`src/common/ted_pkg.sv`:
```
// Purpose: shared constants for the errored-frame end delimiter coder
// Assumes: one clock; symbols leave one group per accepted line step
// Notes: symbol kinds are abstract codes handed to the ternary mapper
package ted_pkg;
    // symbol group kinds on the line side
    localparam logic [2:0] SYM_IDLE = 3'h0; // idle group
    localparam logic [2:0] SYM_DATA = 3'h1; // data group carrying a nibble
    localparam logic [2:0] SYM_ESD1 = 3'h2; // first end delimiter
    localparam logic [2:0] SYM_ESD2 = 3'h3; // second end delimiter
    localparam logic [2:0] SYM_ESD3 = 3'h4; // ordinary third end delimiter
    localparam logic [2:0] SYM_ERR_ESD3 = 3'h5; // error-marked third delimiter
    // buffer entry layout: {is_end, err, nibble}
    localparam int ENT_W = 6; // entry width
    localparam int ENT_END = 5; // end-of-frame marker bit
    localparam int ENT_ERR = 4; // frame carried an error
    localparam int FIFO_DEPTH = 32; // buffer depth in entries
    localparam int FIFO_AW = 5; // index width
    // values after reset
    localparam logic [3:0] RST_DATA = 4'h0; // line data nibble
    localparam logic [3:0] IDLE_NIBBLE = 4'h0; // nibble value between frames
    // line control states
    typedef enum logic [2:0] {
        st_idle, st_esd1, st_esd2, st_esd3,
        st_err_esd1, st_err_esd2, st_err_esd3
    } ted_state_type;
endpackage : ted_pkg

```
`src/hdl/ted_fifo.sv`:
```
// Purpose: flip-flop buffer between nibble intake and line coder
// Assumes: single clock, asynchronous active-high reset
// Notes: in_ready is a registered not-full flag
`timescale 1ns/1ns
module ted_fifo #(
    parameter int WIDTH = ted_pkg::ENT_W,
    parameter int DEPTH = ted_pkg::FIFO_DEPTH,
    parameter int AW = ted_pkg::FIFO_AW
) (
    input wire logic clk, // system clock
    input wire logic rst, // async reset, high
    input wire logic in_valid, // push request
    output logic in_ready, // room for a push
    input wire logic [WIDTH-1:0] in_data, // pushed word
    output logic out_valid, // a word is waiting
    input wire logic out_ready, // drain takes the word
    output logic [WIDTH-1:0] out_data // oldest word
);
    logic [WIDTH-1:0] mem [DEPTH]; // storage
    logic [AW-1:0] wr_idx; // write index
    logic [AW-1:0] rd_idx; // read index
    logic [AW:0] count; // words held
    logic push; // accepted push
    logic pop; // accepted pop

    assign push = in_valid && in_ready;
    assign pop = out_valid && out_ready;
    assign out_valid = (count != '0);
    assign out_data = mem[rd_idx];

    // one storage word per entry
    for (genvar i = 0; i < DEPTH; i++)
    begin : g_ent
        always_ff @(posedge clk or posedge rst)
        begin
            if (rst)
                mem[i] <= '0;
            else if (push && wr_idx == AW'(i))
                mem[i] <= in_data;
        end
    end

    // indices wrap at the power-of-two depth
    always_ff @(posedge clk or posedge rst)
    begin
        if (rst)
        begin
            wr_idx <= '0;
            rd_idx <= '0;
        end
        else
        begin
            if (push)
                wr_idx <= wr_idx + 1'b1;
            if (pop)
                rd_idx <= rd_idx + 1'b1;
        end
    end

    // occupancy and registered not-full
    always_ff @(posedge clk or posedge rst)
    begin
        if (rst)
        begin
            count <= '0;
            in_ready <= 1'b1;
        end
        else
        begin
            if (push && !pop)
            begin
                count <= count + 1'b1;
                in_ready <= (count != (AW+1)'(DEPTH - 1));
            end
            else if (pop && !push)
            begin
                count <= count - 1'b1;
                in_ready <= 1'b1;
            end
        end
    end
endmodule : ted_fifo

```
`src/hdl/ted_tx.sv`:
```
// Purpose: transmit end-of-frame coder with error delimiter sequence
// Assumes: nibble inputs synchronous to clk; line side paces by sym_step
// Notes: one symbol group per step; delimiter run is never cut short
// Behaviour
// - error ESD1 sent, then error ESD2 next
// - error ESD2 sent, then error-marked ESD3 next
// - error-marked ESD3 sent, then idle follows
// - delimiter states ignore nibble, enable, error inputs
// - errored frame ends ESD1, ESD2, error ESD3
// - frame one cycle later waits full sequence
// - any frame length, including 5, 6, 8
// - clean frame ends ESD1, ESD2, ESD3, idle
`timescale 1ns/1ns
module ted_tx (
    input wire logic clk, // 100 MHz clock
    input wire logic rst, // async reset, high
    input wire logic [3:0] txd, // transmit nibble
    input wire logic tx_en, // transmit enable
    input wire logic tx_er, // transmit error
    output logic tx_ready, // buffer has room
    input wire logic sym_step, // line takes one group
    output logic [2:0] sym_kind, // group kind
    output logic [3:0] sym_data // nibble of a data group
);
    ted_pkg::ted_state_type state; // line control state
    logic in_frame; // a frame is open on intake
    logic frame_err; // error seen in open frame
    logic push_valid; // intake offers an entry
    logic [ted_pkg::ENT_W-1:0] push_data; // offered entry
    logic head_valid; // buffered entry waiting
    logic [ted_pkg::ENT_W-1:0] head; // oldest entry
    logic take; // line coder pops now
    logic head_end; // oldest entry ends a frame
    logic head_err; // that frame was errored

    // intake: data while enabled, one end marker after the frame
    always_comb
    begin
        push_valid = 1'b0;
        push_data = '0;
        if (tx_en)
        begin
            push_valid = 1'b1;
            push_data = {1'b0, 1'b0, txd};
        end
        else if (in_frame)
        begin
            push_valid = 1'b1;
            push_data = {1'b1, frame_err, ted_pkg::IDLE_NIBBLE};
        end
    end

    // frame open flag; end marker waits for room if needed
    always_ff @(posedge clk or posedge rst)
    begin
        if (rst)
            in_frame <= 1'b0;
        else if (tx_en)
            in_frame <= 1'b1;
        else if (in_frame && tx_ready)
            in_frame <= 1'b0;
    end

    // error latch: set wins, cleared with the end marker
    always_ff @(posedge clk or posedge rst)
    begin
        if (rst)
            frame_err <= 1'b0;
        else if (tx_en && tx_er)
            frame_err <= 1'b1;
        else if (in_frame && !tx_en && tx_ready)
            frame_err <= 1'b0;
    end

    ted_fifo #(
        .WIDTH(ted_pkg::ENT_W),
        .DEPTH(ted_pkg::FIFO_DEPTH),
        .AW(ted_pkg::FIFO_AW)
    ) u_fifo (
        .clk(clk),
        .rst(rst),
        .in_valid(push_valid),
        .in_ready(tx_ready),
        .in_data(push_data),
        .out_valid(head_valid),
        .out_ready(take),
        .out_data(head)
    );

    assign head_end = head[ted_pkg::ENT_END];
    assign head_err = head[ted_pkg::ENT_ERR];
    // only the idle/data state reads the buffer; later frames wait there
    assign take = sym_step && head_valid && (state == ted_pkg::st_idle);

    // line control: each step in a delimiter state advances exactly one state; idle/data moves only on a taken end marker
    always_ff @(posedge clk or posedge rst)
    begin
        if (rst)
            state <= ted_pkg::st_idle;
        else if (sym_step)
        begin
            case (state)
                ted_pkg::st_idle:
                begin
                    if (take && head_end && head_err)
                        state <= ted_pkg::st_err_esd1;
                    else if (take && head_end)
                        state <= ted_pkg::st_esd1;
                end
                ted_pkg::st_esd1:
                    state <= ted_pkg::st_esd2;
                ted_pkg::st_esd2:
                    state <= ted_pkg::st_esd3;
                ted_pkg::st_err_esd1:
                    state <= ted_pkg::st_err_esd2;
                ted_pkg::st_err_esd2:
                    state <= ted_pkg::st_err_esd3;
                default:
                    state <= ted_pkg::st_idle;
            endcase
        end
    end

    // group output, registered with the state it belongs to
    always_ff @(posedge clk or posedge rst)
    begin
        if (rst)
        begin
            sym_kind <= ted_pkg::SYM_IDLE;
            sym_data <= ted_pkg::RST_DATA;
        end
        else if (sym_step)
        begin
            sym_data <= ted_pkg::RST_DATA;
            case (state)
                ted_pkg::st_idle:
                begin
                    if (take && head_end)
                        sym_kind <= ted_pkg::SYM_ESD1;
                    else if (take)
                    begin
                        sym_kind <= ted_pkg::SYM_DATA;
                        sym_data <= head[3:0];
                    end
                    else
                        sym_kind <= ted_pkg::SYM_IDLE;
                end
                ted_pkg::st_esd1, ted_pkg::st_err_esd1:
                    sym_kind <= ted_pkg::SYM_ESD2;
                ted_pkg::st_esd2:
                    sym_kind <= ted_pkg::SYM_ESD3;
                ted_pkg::st_err_esd2:
                    sym_kind <= ted_pkg::SYM_ERR_ESD3;
                default:
                    sym_kind <= ted_pkg::SYM_IDLE;
            endcase
        end
    end
endmodule : ted_tx

```
`config.mk`:
```
export PLATFORM = sky130hd
export DESIGN_NAME = ted_tx
export DESIGN_NICKNAME = d
export VERILOG_FILES = /design/src/common/ted_pkg.sv /design/src/hdl/ted_fifo.sv /design/src/hdl/ted_tx.sv
export SDC_FILE = /design/constraint.sdc
export NUM_CORES = 1
export LEC_CHECK = 0
export ABC_AREA = 1
export BUFFER_PORTS_ARGS = -buffer_cell sky130_fd_sc_hd__buf_2
export CAP_MARGIN = 20
export CORE_ASPECT_RATIO = 1.1
export CORE_UTILIZATION = 55
export DETAILED_ROUTE_END_ITERATION = 10
export HOLD_SLACK_MARGIN = 0.08
export PLACE_DENSITY = 0.74
export SLEW_MARGIN = 20
export SYNTH_ARGS = -nofsm -noshare
export SYNTH_HDL_FRONTEND = slang
export SYNTH_HIERARCHICAL = 1
export SYNTH_SLANG_ARGS = --single-unit
```
`constraint.sdc`:
```
create_clock -name clk -period 6.1 [get_ports clk]
set_input_delay 0 -clock clk [delete_from_list [all_inputs] [get_ports clk]]
set_output_delay 0 -clock clk [all_outputs]
set_load 0.05 [all_outputs]
```
==> run metrics, run 1 <==
M1 wire length=12.2 mm; die width=137 um; length of routed met2 wiring=12.1 mm; layout cell share with drive strength beyond 1=6.31%; grt total ovfl=0; wire length per cell=16.1 um; run status=finished, final reports clean; initial core utilization=56.9%; Final Max Slew Viols=0; met3 WL post-DR=1.81 mm; CTS Root Cell=clkbuf_16; Final ANT Viol Nets=0; Seq. cell area=0.00553 mm2; hpwl dp=16.8 mm; synth cell count leaders=nand2_1 (535), dfrtp_1 (220), o21ai_0 (160); RSZ-0062 raised after global routing=no; multi-input logic area=0.00450 mm2; gr usage total=27.5%; Area Growth Syn to Fin=6.86%; period utilisation layout=48.6%; power share of the combinational group=40.8%; top layer in use=met4; DR pass1 iterations=5; crit-path max FO=62; Sw Share=42.3%; ys flop type=dfrtp_1; Peak VDD IR=0.383 mV; CTS tree=built; placed cells=1,611; Total Power Consumption=0.00618 W; Filler cells=1,726; Clock Power Share=20.5%; syn_area_per_cell=7.69 um2; cts bufs inserted=23; Synth area leaders=dfrtp_1 (50%), nand2_1 (18%), o21ai_0 (7.3%); 1st-iter DRT viols=932; largest net degree at the start of global routing=130; die area=0.0206 mm2; synthesized instance count=1,432; cell-internal power=0.00357 W; Clock Skews=0.0196 ns; synthesized area=0.0110 mm2; PD cells=525 mW/mm2; cell area after layout=0.0118 mm2; CTS HTree Levels=1; Sink Count=221; Min Clock Period, post-route=2.96 ns; Clk Latency, worst-skew pair=0.51 ns; CP Launch Type=register; final RePlAce weighted congestion=0.908; post-cts sizing count=0; Worst EP arrival=3.37 ns; Die H=150 um; I/O Pins=17; vias in the first global route=8,631; worst min-delay path category=in -> async; TNS Setup=0 ns; clk buf depth=3; Syn. warnings=6; critical path data required time=6.50 ns; ANT cells=0; final hold vios=0; Synth area leader=dfrtp_1; Row Count=53; EDFF count, synth=0; CTS clk-pin slew, worst paths=0.06 ns; Psw=0.00261 W; count leader, synth=nand2_1; initial antenna violation count=0; post-synthesis async set-or-reset flop share=100%; Placed Area=0.0110 mm2; sequential share of the synthesized area=50.2%; slew of the pin with the lowest slew margin=1.13 ns; critical path class=reg -> reg; library cells used by synthesis=40; post-CTS setup buffers=0; endpoints failing setup=0; Total Wirelength=26.7 mm; Util after Layout=60.8%; Worst Setup End Kind=register; sequential power share=38.6%; P_leak=5.74 nW; Final Non-Filler Cells=1,658; first-pass GRT wire length=44.5 mm; relative slew slack=24.5%; Core Area=0.0194 mm2; Synth top area share=50.0%; mean number of vias per cell=5.45; Yosys reg bits=221; DR vias=9,035; layout net count=1,420; Syn Nets=1,454; f_max=337 MHz; Max-cap violations=0; DR DRC count=0; IO Port Bufs=16
## power by group through the flow
stage          Clock (W)  Sequential, W  Combinational (W)
2_1_floorplan          0        0.00238            0.00194
3_3_place_gp           0        0.00238            0.00244
3_5_place_dp           0        0.00240            0.00249
4_1_cts          0.00129        0.00238            0.00251
5_1_grt          0.00135        0.00246            0.00288
6_report         0.00127        0.00239            0.00252
## worst paths after layout
kind	slack, ns	endpoint	start	cells past startpoint
worst max-delay path	3.14	state[0]$_DFFE_PP0P_	u_fifo/rd_idx[0]$_DFFE_PP0P_	15
worst max register to register	3.14	state[0]$_DFFE_PP0P_	u_fifo/rd_idx[0]$_DFFE_PP0P_	15
worst min-delay path	0.10	sym_data[0]$_DFFE_PP0P_	rst	3
min in group clk	0.30	sym_kind[0]$_DFFE_PP0P_	sym_step	4
max in group asynchronous	4.57	u_fifo/mem[180]$_DFFE_PP0P_	rst	4
worst min register to register	0.48	sym_kind[0]$_DFFE_PP0P_	sym_kind[0]$_DFFE_PP0P_	2
## registers in the layout, indices dropped and copies added (netlist names)
signal	count
u_fifo/mem	192
u_fifo/count	6
u_fifo/rd_idx	5
u_fifo/wr_idx	5
sym_data	4
state	3
sym_kind	3
frame_err	1
in_frame	1
u_fifo/in_ready	1
## critical path, cell delays in order, from the launching register on
cell	delay (ns)
dfrtp_2	0.41
inv_2	0.78
buf_4	0.45
nand2_1	0.08
nand2_1	0.06
nand2_1	0.05
a21oi_1	0.14
nor2_1	0.06
nand2_1	0.06
nand2_1	0.07
inv_1	0.13
inv_1	0.12
o31ai_1	0.26
nand2_1	0.07
nand2_1	0.06
nand2_1	0.04
## kinds of logic after synthesis
kind of cell / count (synthesis) / share of synthesized area [%]
simple gates: 724 / 27.7
buf+inv: 234 / 8.96
compound gates: 231 / 10.9
flops: 221 / 50.2
fa+ha+maj: 13 / 1.54
xor+xnor: 9 / 0.716
## cells in the final DEF, fill, tap and decap left out, drive strengths merged, types with 2 or more instances in the layout
cell type | netlist | routed
nand3 | 126 | 126
o21ai | 202 | 202
inv | 141 | 141
a21oi | 18 | 18
nor3 | 10 | 10
clkbuf | 35 | 32
nand4 | 11 | 11
buf | 56 | 23
nand2 | 539 | 539
dlygate4sd3 | 0 | 9
dfrtp | 220 | 220
clkinv | 2 | 8
nor2 | 36 | 36
or2 | 2 | 2
o22ai | 2 | 2
xor2 | 7 | 7
xnor2 | 2 | 2
o211ai | 6 | 6
ha | 12 | 12
## cell type report
cell class	instances	area share, %
Multi-Input combinational cell	977	38.2
Clock inverter	6	0.255
Inverter	143	4.64
Timing Repair Buffer	32	1.92
Clock buffer	32	5.35
Sequential cell	221	47.0
Tap cell	247	2.63
## timing repair
action                                  4_1_cts  5_1_grt
endpoints found under the setup margin        0        0
hold endpoints to repair                    188        0
hold buffers                                  9        0
## per-stage QoR
step	setup WS, ns	hold slack (ns)
finish	3.14	0.102
floorplan	0.392	-0.135
CTS	3.13	0.112
global route	2.83	0.164
global placement	3.15	0.0905
detailed placement	3.16	0.0926
## layer usage
layer	vias up	track usage (%)
met5	-	0
li1	4449	-
met1	4234	39.4
met3	39	4.04
met2	313	43.2
met4	0	8.63
Power figures use the tool's default switching activity.
==> inputs of run 2 (changes only) <==
- ABC_AREA: 1 -> 0
- PLACE_DENSITY: 0.74 -> 0.71
- clock period: 6.1 -> 3 ns (I/O delays scaled with it)
==> run 2 against run 1 <==
Net effect: die area fell by 5.7%; combinational power up 88%; final cell count decreased by 38%; first-iteration DRC count shrank 58%; non-clock buffer count increased by 25; setup slack got worse by 3.1 ns; synthesized cell count fell by 49%; global-route usage decreased by 2.4 points.
==> run metrics, run 2 <==
Clk Latency, worst-skew pair=0.50 ns (about the same); Reg with most FFs=u_fifo/mem; CTS Root Cell=clkbuf_16; max FFs per register=192 (unchanged); Die H=146 um (-2.9%); slew of the pin with the lowest slew margin=0.994 ns (-0.139 ns); library cells used by synthesis=52 (+30%); clk buf depth=3 (unchanged); f_max=342 MHz (+1.4%); run status=finished, final reports clean; CP startpoint=state[2]$_DFFE_PP0P_; Worst Setup End Kind=register; Sink Count=221 (unchanged); worst min-delay path category=in -> async; Row Count=52 (-1.9%); Area Growth Syn to Fin=12.4%; largest net degree at the start of global routing=135 (+3.8%); PD cells=1070 mW/mm2 (+100%); Synth area leader=dfrtp_1; I/O Pins=17 (unchanged); mean number of vias per cell=6.08 (+12%); cts bufs inserted=23 (unchanged); Syn. warnings=6 (unchanged); FF-to-FF setup slack=0.08 ns (-3.06 ns); Final Non-Filler Cells=1,020 (-38%); crit-path max FO=6 (-90%); P_leak=5.40 nW (-6.0%); Syn Nets=747 (-49%); hpwl dp=15.8 mm (-6.0%); EDFF count, synth=0 (unchanged); post-synthesis async set-or-reset flop share=100% (unchanged); grt total ovfl=0 (unchanged); period utilisation layout=97.4% (+49 points); gr usage total=25.1% (-2.4 points); most common cell after layout, fill and taps aside=dfrtp_1; ys flop type=dfrtp_1; worst r2r src=state[2]$_DFFE_PP0P_; sequential power share=40.0% (+1.4 points); R2R depth=11 (-4); endpoints failing setup=0 (unchanged); Yosys reg bits=221 (unchanged); Placed Area=0.0108 mm2 (-1.6%); Util after Layout=63.3% (+2.5 points); 1st-iter DRT viols=389 (-58%); Core Area=0.0184 mm2 (-4.9%); Max-cap violations=0 (unchanged); largest registers=u_fifo/mem (192), u_fifo/count (6); commonest non-fill, non-tap cells in the layout=dfrtp_1 (219), mux2_2 (195), mux4_2 (34); IO Port Bufs=16 (unchanged); die area=0.0194 mm2 (-5.7%); CTS tree=built; die width=133 um (-2.9%); critical path data required time=3.38 ns (-3.12 ns); Peak VDD IR=0.598 mV (+56%); initial antenna violation count=0 (unchanged); Final ANT Viol Nets=0 (unchanged); initial core utilization=56.4% (-0.54 points); synthesized area=0.0104 mm2 (-5.8%); sequential share of the synthesized area=53.3% (+3.1 points); final hold vios=0 (unchanged); DR vias=6,205 (-31%); Clock Power Share=21.9% (+1.4 points); DP Worst Slack=-0.0210 ns (-3.18 ns); multi-input logic area=0.00460 mm2 (+2.4%); Min Clock Period, post-route=2.92 ns (-0.0405 ns); ANT cells=0 (unchanged); RSZ-0062 raised after global routing=no; CTS HTree Levels=1 (unchanged); Final Max Slew Viols=0 (unchanged); wire length per cell=22.4 um (+39%); Total Wirelength=22.9 mm (-14%); CP Launch Type=register; Filler cells=1,365 (-21%); DR DRC count=0 (unchanged); first-pass GRT wire length=37.4 mm (-16%); Worst EP arrival=3.31 ns (-0.06 ns); Psw=0.00419 W (+60%); layout net count=783 (-45%); critical path class=reg -> reg; Sw Share=33.7% (-8.6 points); cell area after layout=0.0117 mm2 (-0.97%); Synth top area share=53.1% (+3.1 points); relative slew slack=33.8% (+9.3 points); vias in the first global route=6,801 (-21%); final RePlAce weighted congestion=0.883 (-2.8%); syn_area_per_cell=14.3 um2 (+86%); Seq. cell area=0.00554 mm2 (about the same); power share of the combinational group=38.1% (-2.7 points); RR Endpoint=u_fifo/count[5]$_DFFE_PP0P_; placed cells=971 (-40%); synthesized instance count=725 (-49%); synth cell count leaders=dfrtp_1 (220), mux2_2 (195), mux4_2 (34); count leader, synth=dfrtp_1; CTS clk-pin slew, worst paths=0.06 ns (about the same); Final WS setup=0.0770 ns (-3.06 ns); cell-internal power=0.00826 W (+130%); Synth area leaders=dfrtp_1 (53%), mux2_2 (21%), mux4_2 (7.4%); crit path to=u_fifo/count[5]$_DFFE_PP0P_; layout cell share with drive strength beyond 1=42.9% (+37 points); Clock Skews=0.00905 ns (-0.0106 ns); DR pass1 iterations=4 (-1)
run 2: changes by cell type in the layout (fill, tap and decap cells not counted), moves of 8 or more:
cell,change
mux4_2,+34
o21ai_1,-38
nand3_1,-120
mux2i_1,+24
o221ai_1,+12
a22o_1,+9
o21ai_0,-150
a211oi_1,+8
nand2_1,-520
buf_4,+27
inv_1,-121
mux2_2,+195
run 2: metal layers:
metal	GRT usage (%)	vias up	routed length, um
met3	2.92	33	869
met1	33.8	3304	9870
met4	7.76	0	535
met5	0	-	0
li1	-	2748	-
met2	42.8	120	11600
run 2: logic make-up (layout without fill, tap and decap cells):
kind of cell	after synthesis	after routing	synth area share (%)
muxes	256	256	31.6
buffers and inverters	61	113	2.83
and+or+nand+nor	92	92	4.79
AOI/OAI and AO/OA	71	71	4.88
adders and majority gates	13	13	1.64
DFF	221	221	53.3
xor gates and xnor gates	11	11	0.928
run 2: worst min path at each step:
| stage | end | slack, ns | cells past startpoint |
|---|---|---|---|
| 6_report | sym_data[3]$_DFFE_PP0P_ | 0.1 | 3 |
| 4_1_cts | sym_data[3]$_DFFE_PP0P_ | 0.09 | 3 |
| 3_3_place_gp | sym_data[2]$_DFFE_PP0P_ | 0.06 | 2 |
| 5_1_grt | sym_data[3]$_DFFE_PP0P_ | 0.15 | 3 |
| 3_5_place_dp | sym_data[1]$_DFFE_PP0P_ | 0.07 | 2 |
| 2_1_floorplan | frame_err$_DFFE_PP0P_ | -0.14 | 1 |
run 2: final cells by class:
class | instances | share of cell area [%]
Timing Repair Buffer | 57 | 3.68
Clock buffer | 37 | 5.82
Sequential cell | 221 | 47.5
Tap cell | 243 | 2.61
Clock inverter | 4 | 0.386
Multi-Input combinational cell | 443 | 39.5
Inverter | 15 | 0.537
run 2: power by group through the flow:
stage,Clock (W),Sequential [W],Combinational [W]
floorplan,0,0.00482,0.00353
CTS,0.00280,0.00496,0.00473
finish,0.00273,0.00498,0.00475
global placement,0,0.00489,0.00449
global route,0.00292,0.00513,0.00510
detailed placement,0,0.00500,0.00468
run 2: critical path, cell delays in order, from the launching register on:
cell and delay [ns]:
dfrtp_1 0.43, or2_4 0.31, nor3_1 0.16, a21boi_2 0.20, inv_1 0.08, ha_4 0.17, inv_4 0.09, ha_4 0.22
and4b_1 0.20, a311o_1 0.32, or3b_2 0.48, xor2_1 0.15
run 2: what timing repair did:
item / 4_1_cts / 5_1_grt
resized for setup: 2 / 4
setup buffers: 2 / 1
pin swaps: 2 / 2
hold buffers: 5 / 0
endpoints found under the setup margin: 1 / 2
hold endpoints to repair: 232 / 0
run 2: metrics by stage:
step,power (W),TNS (ns),hold slack (ns)
floorplan,0.00835,0,-0.135
global placement,0.00939,0,0.0582
detailed placement,0.00967,-0.0210,0.0677
CTS,0.0125,0,0.0924
global route,0.0131,0,0.153
finish,0.0125,0,0.0959
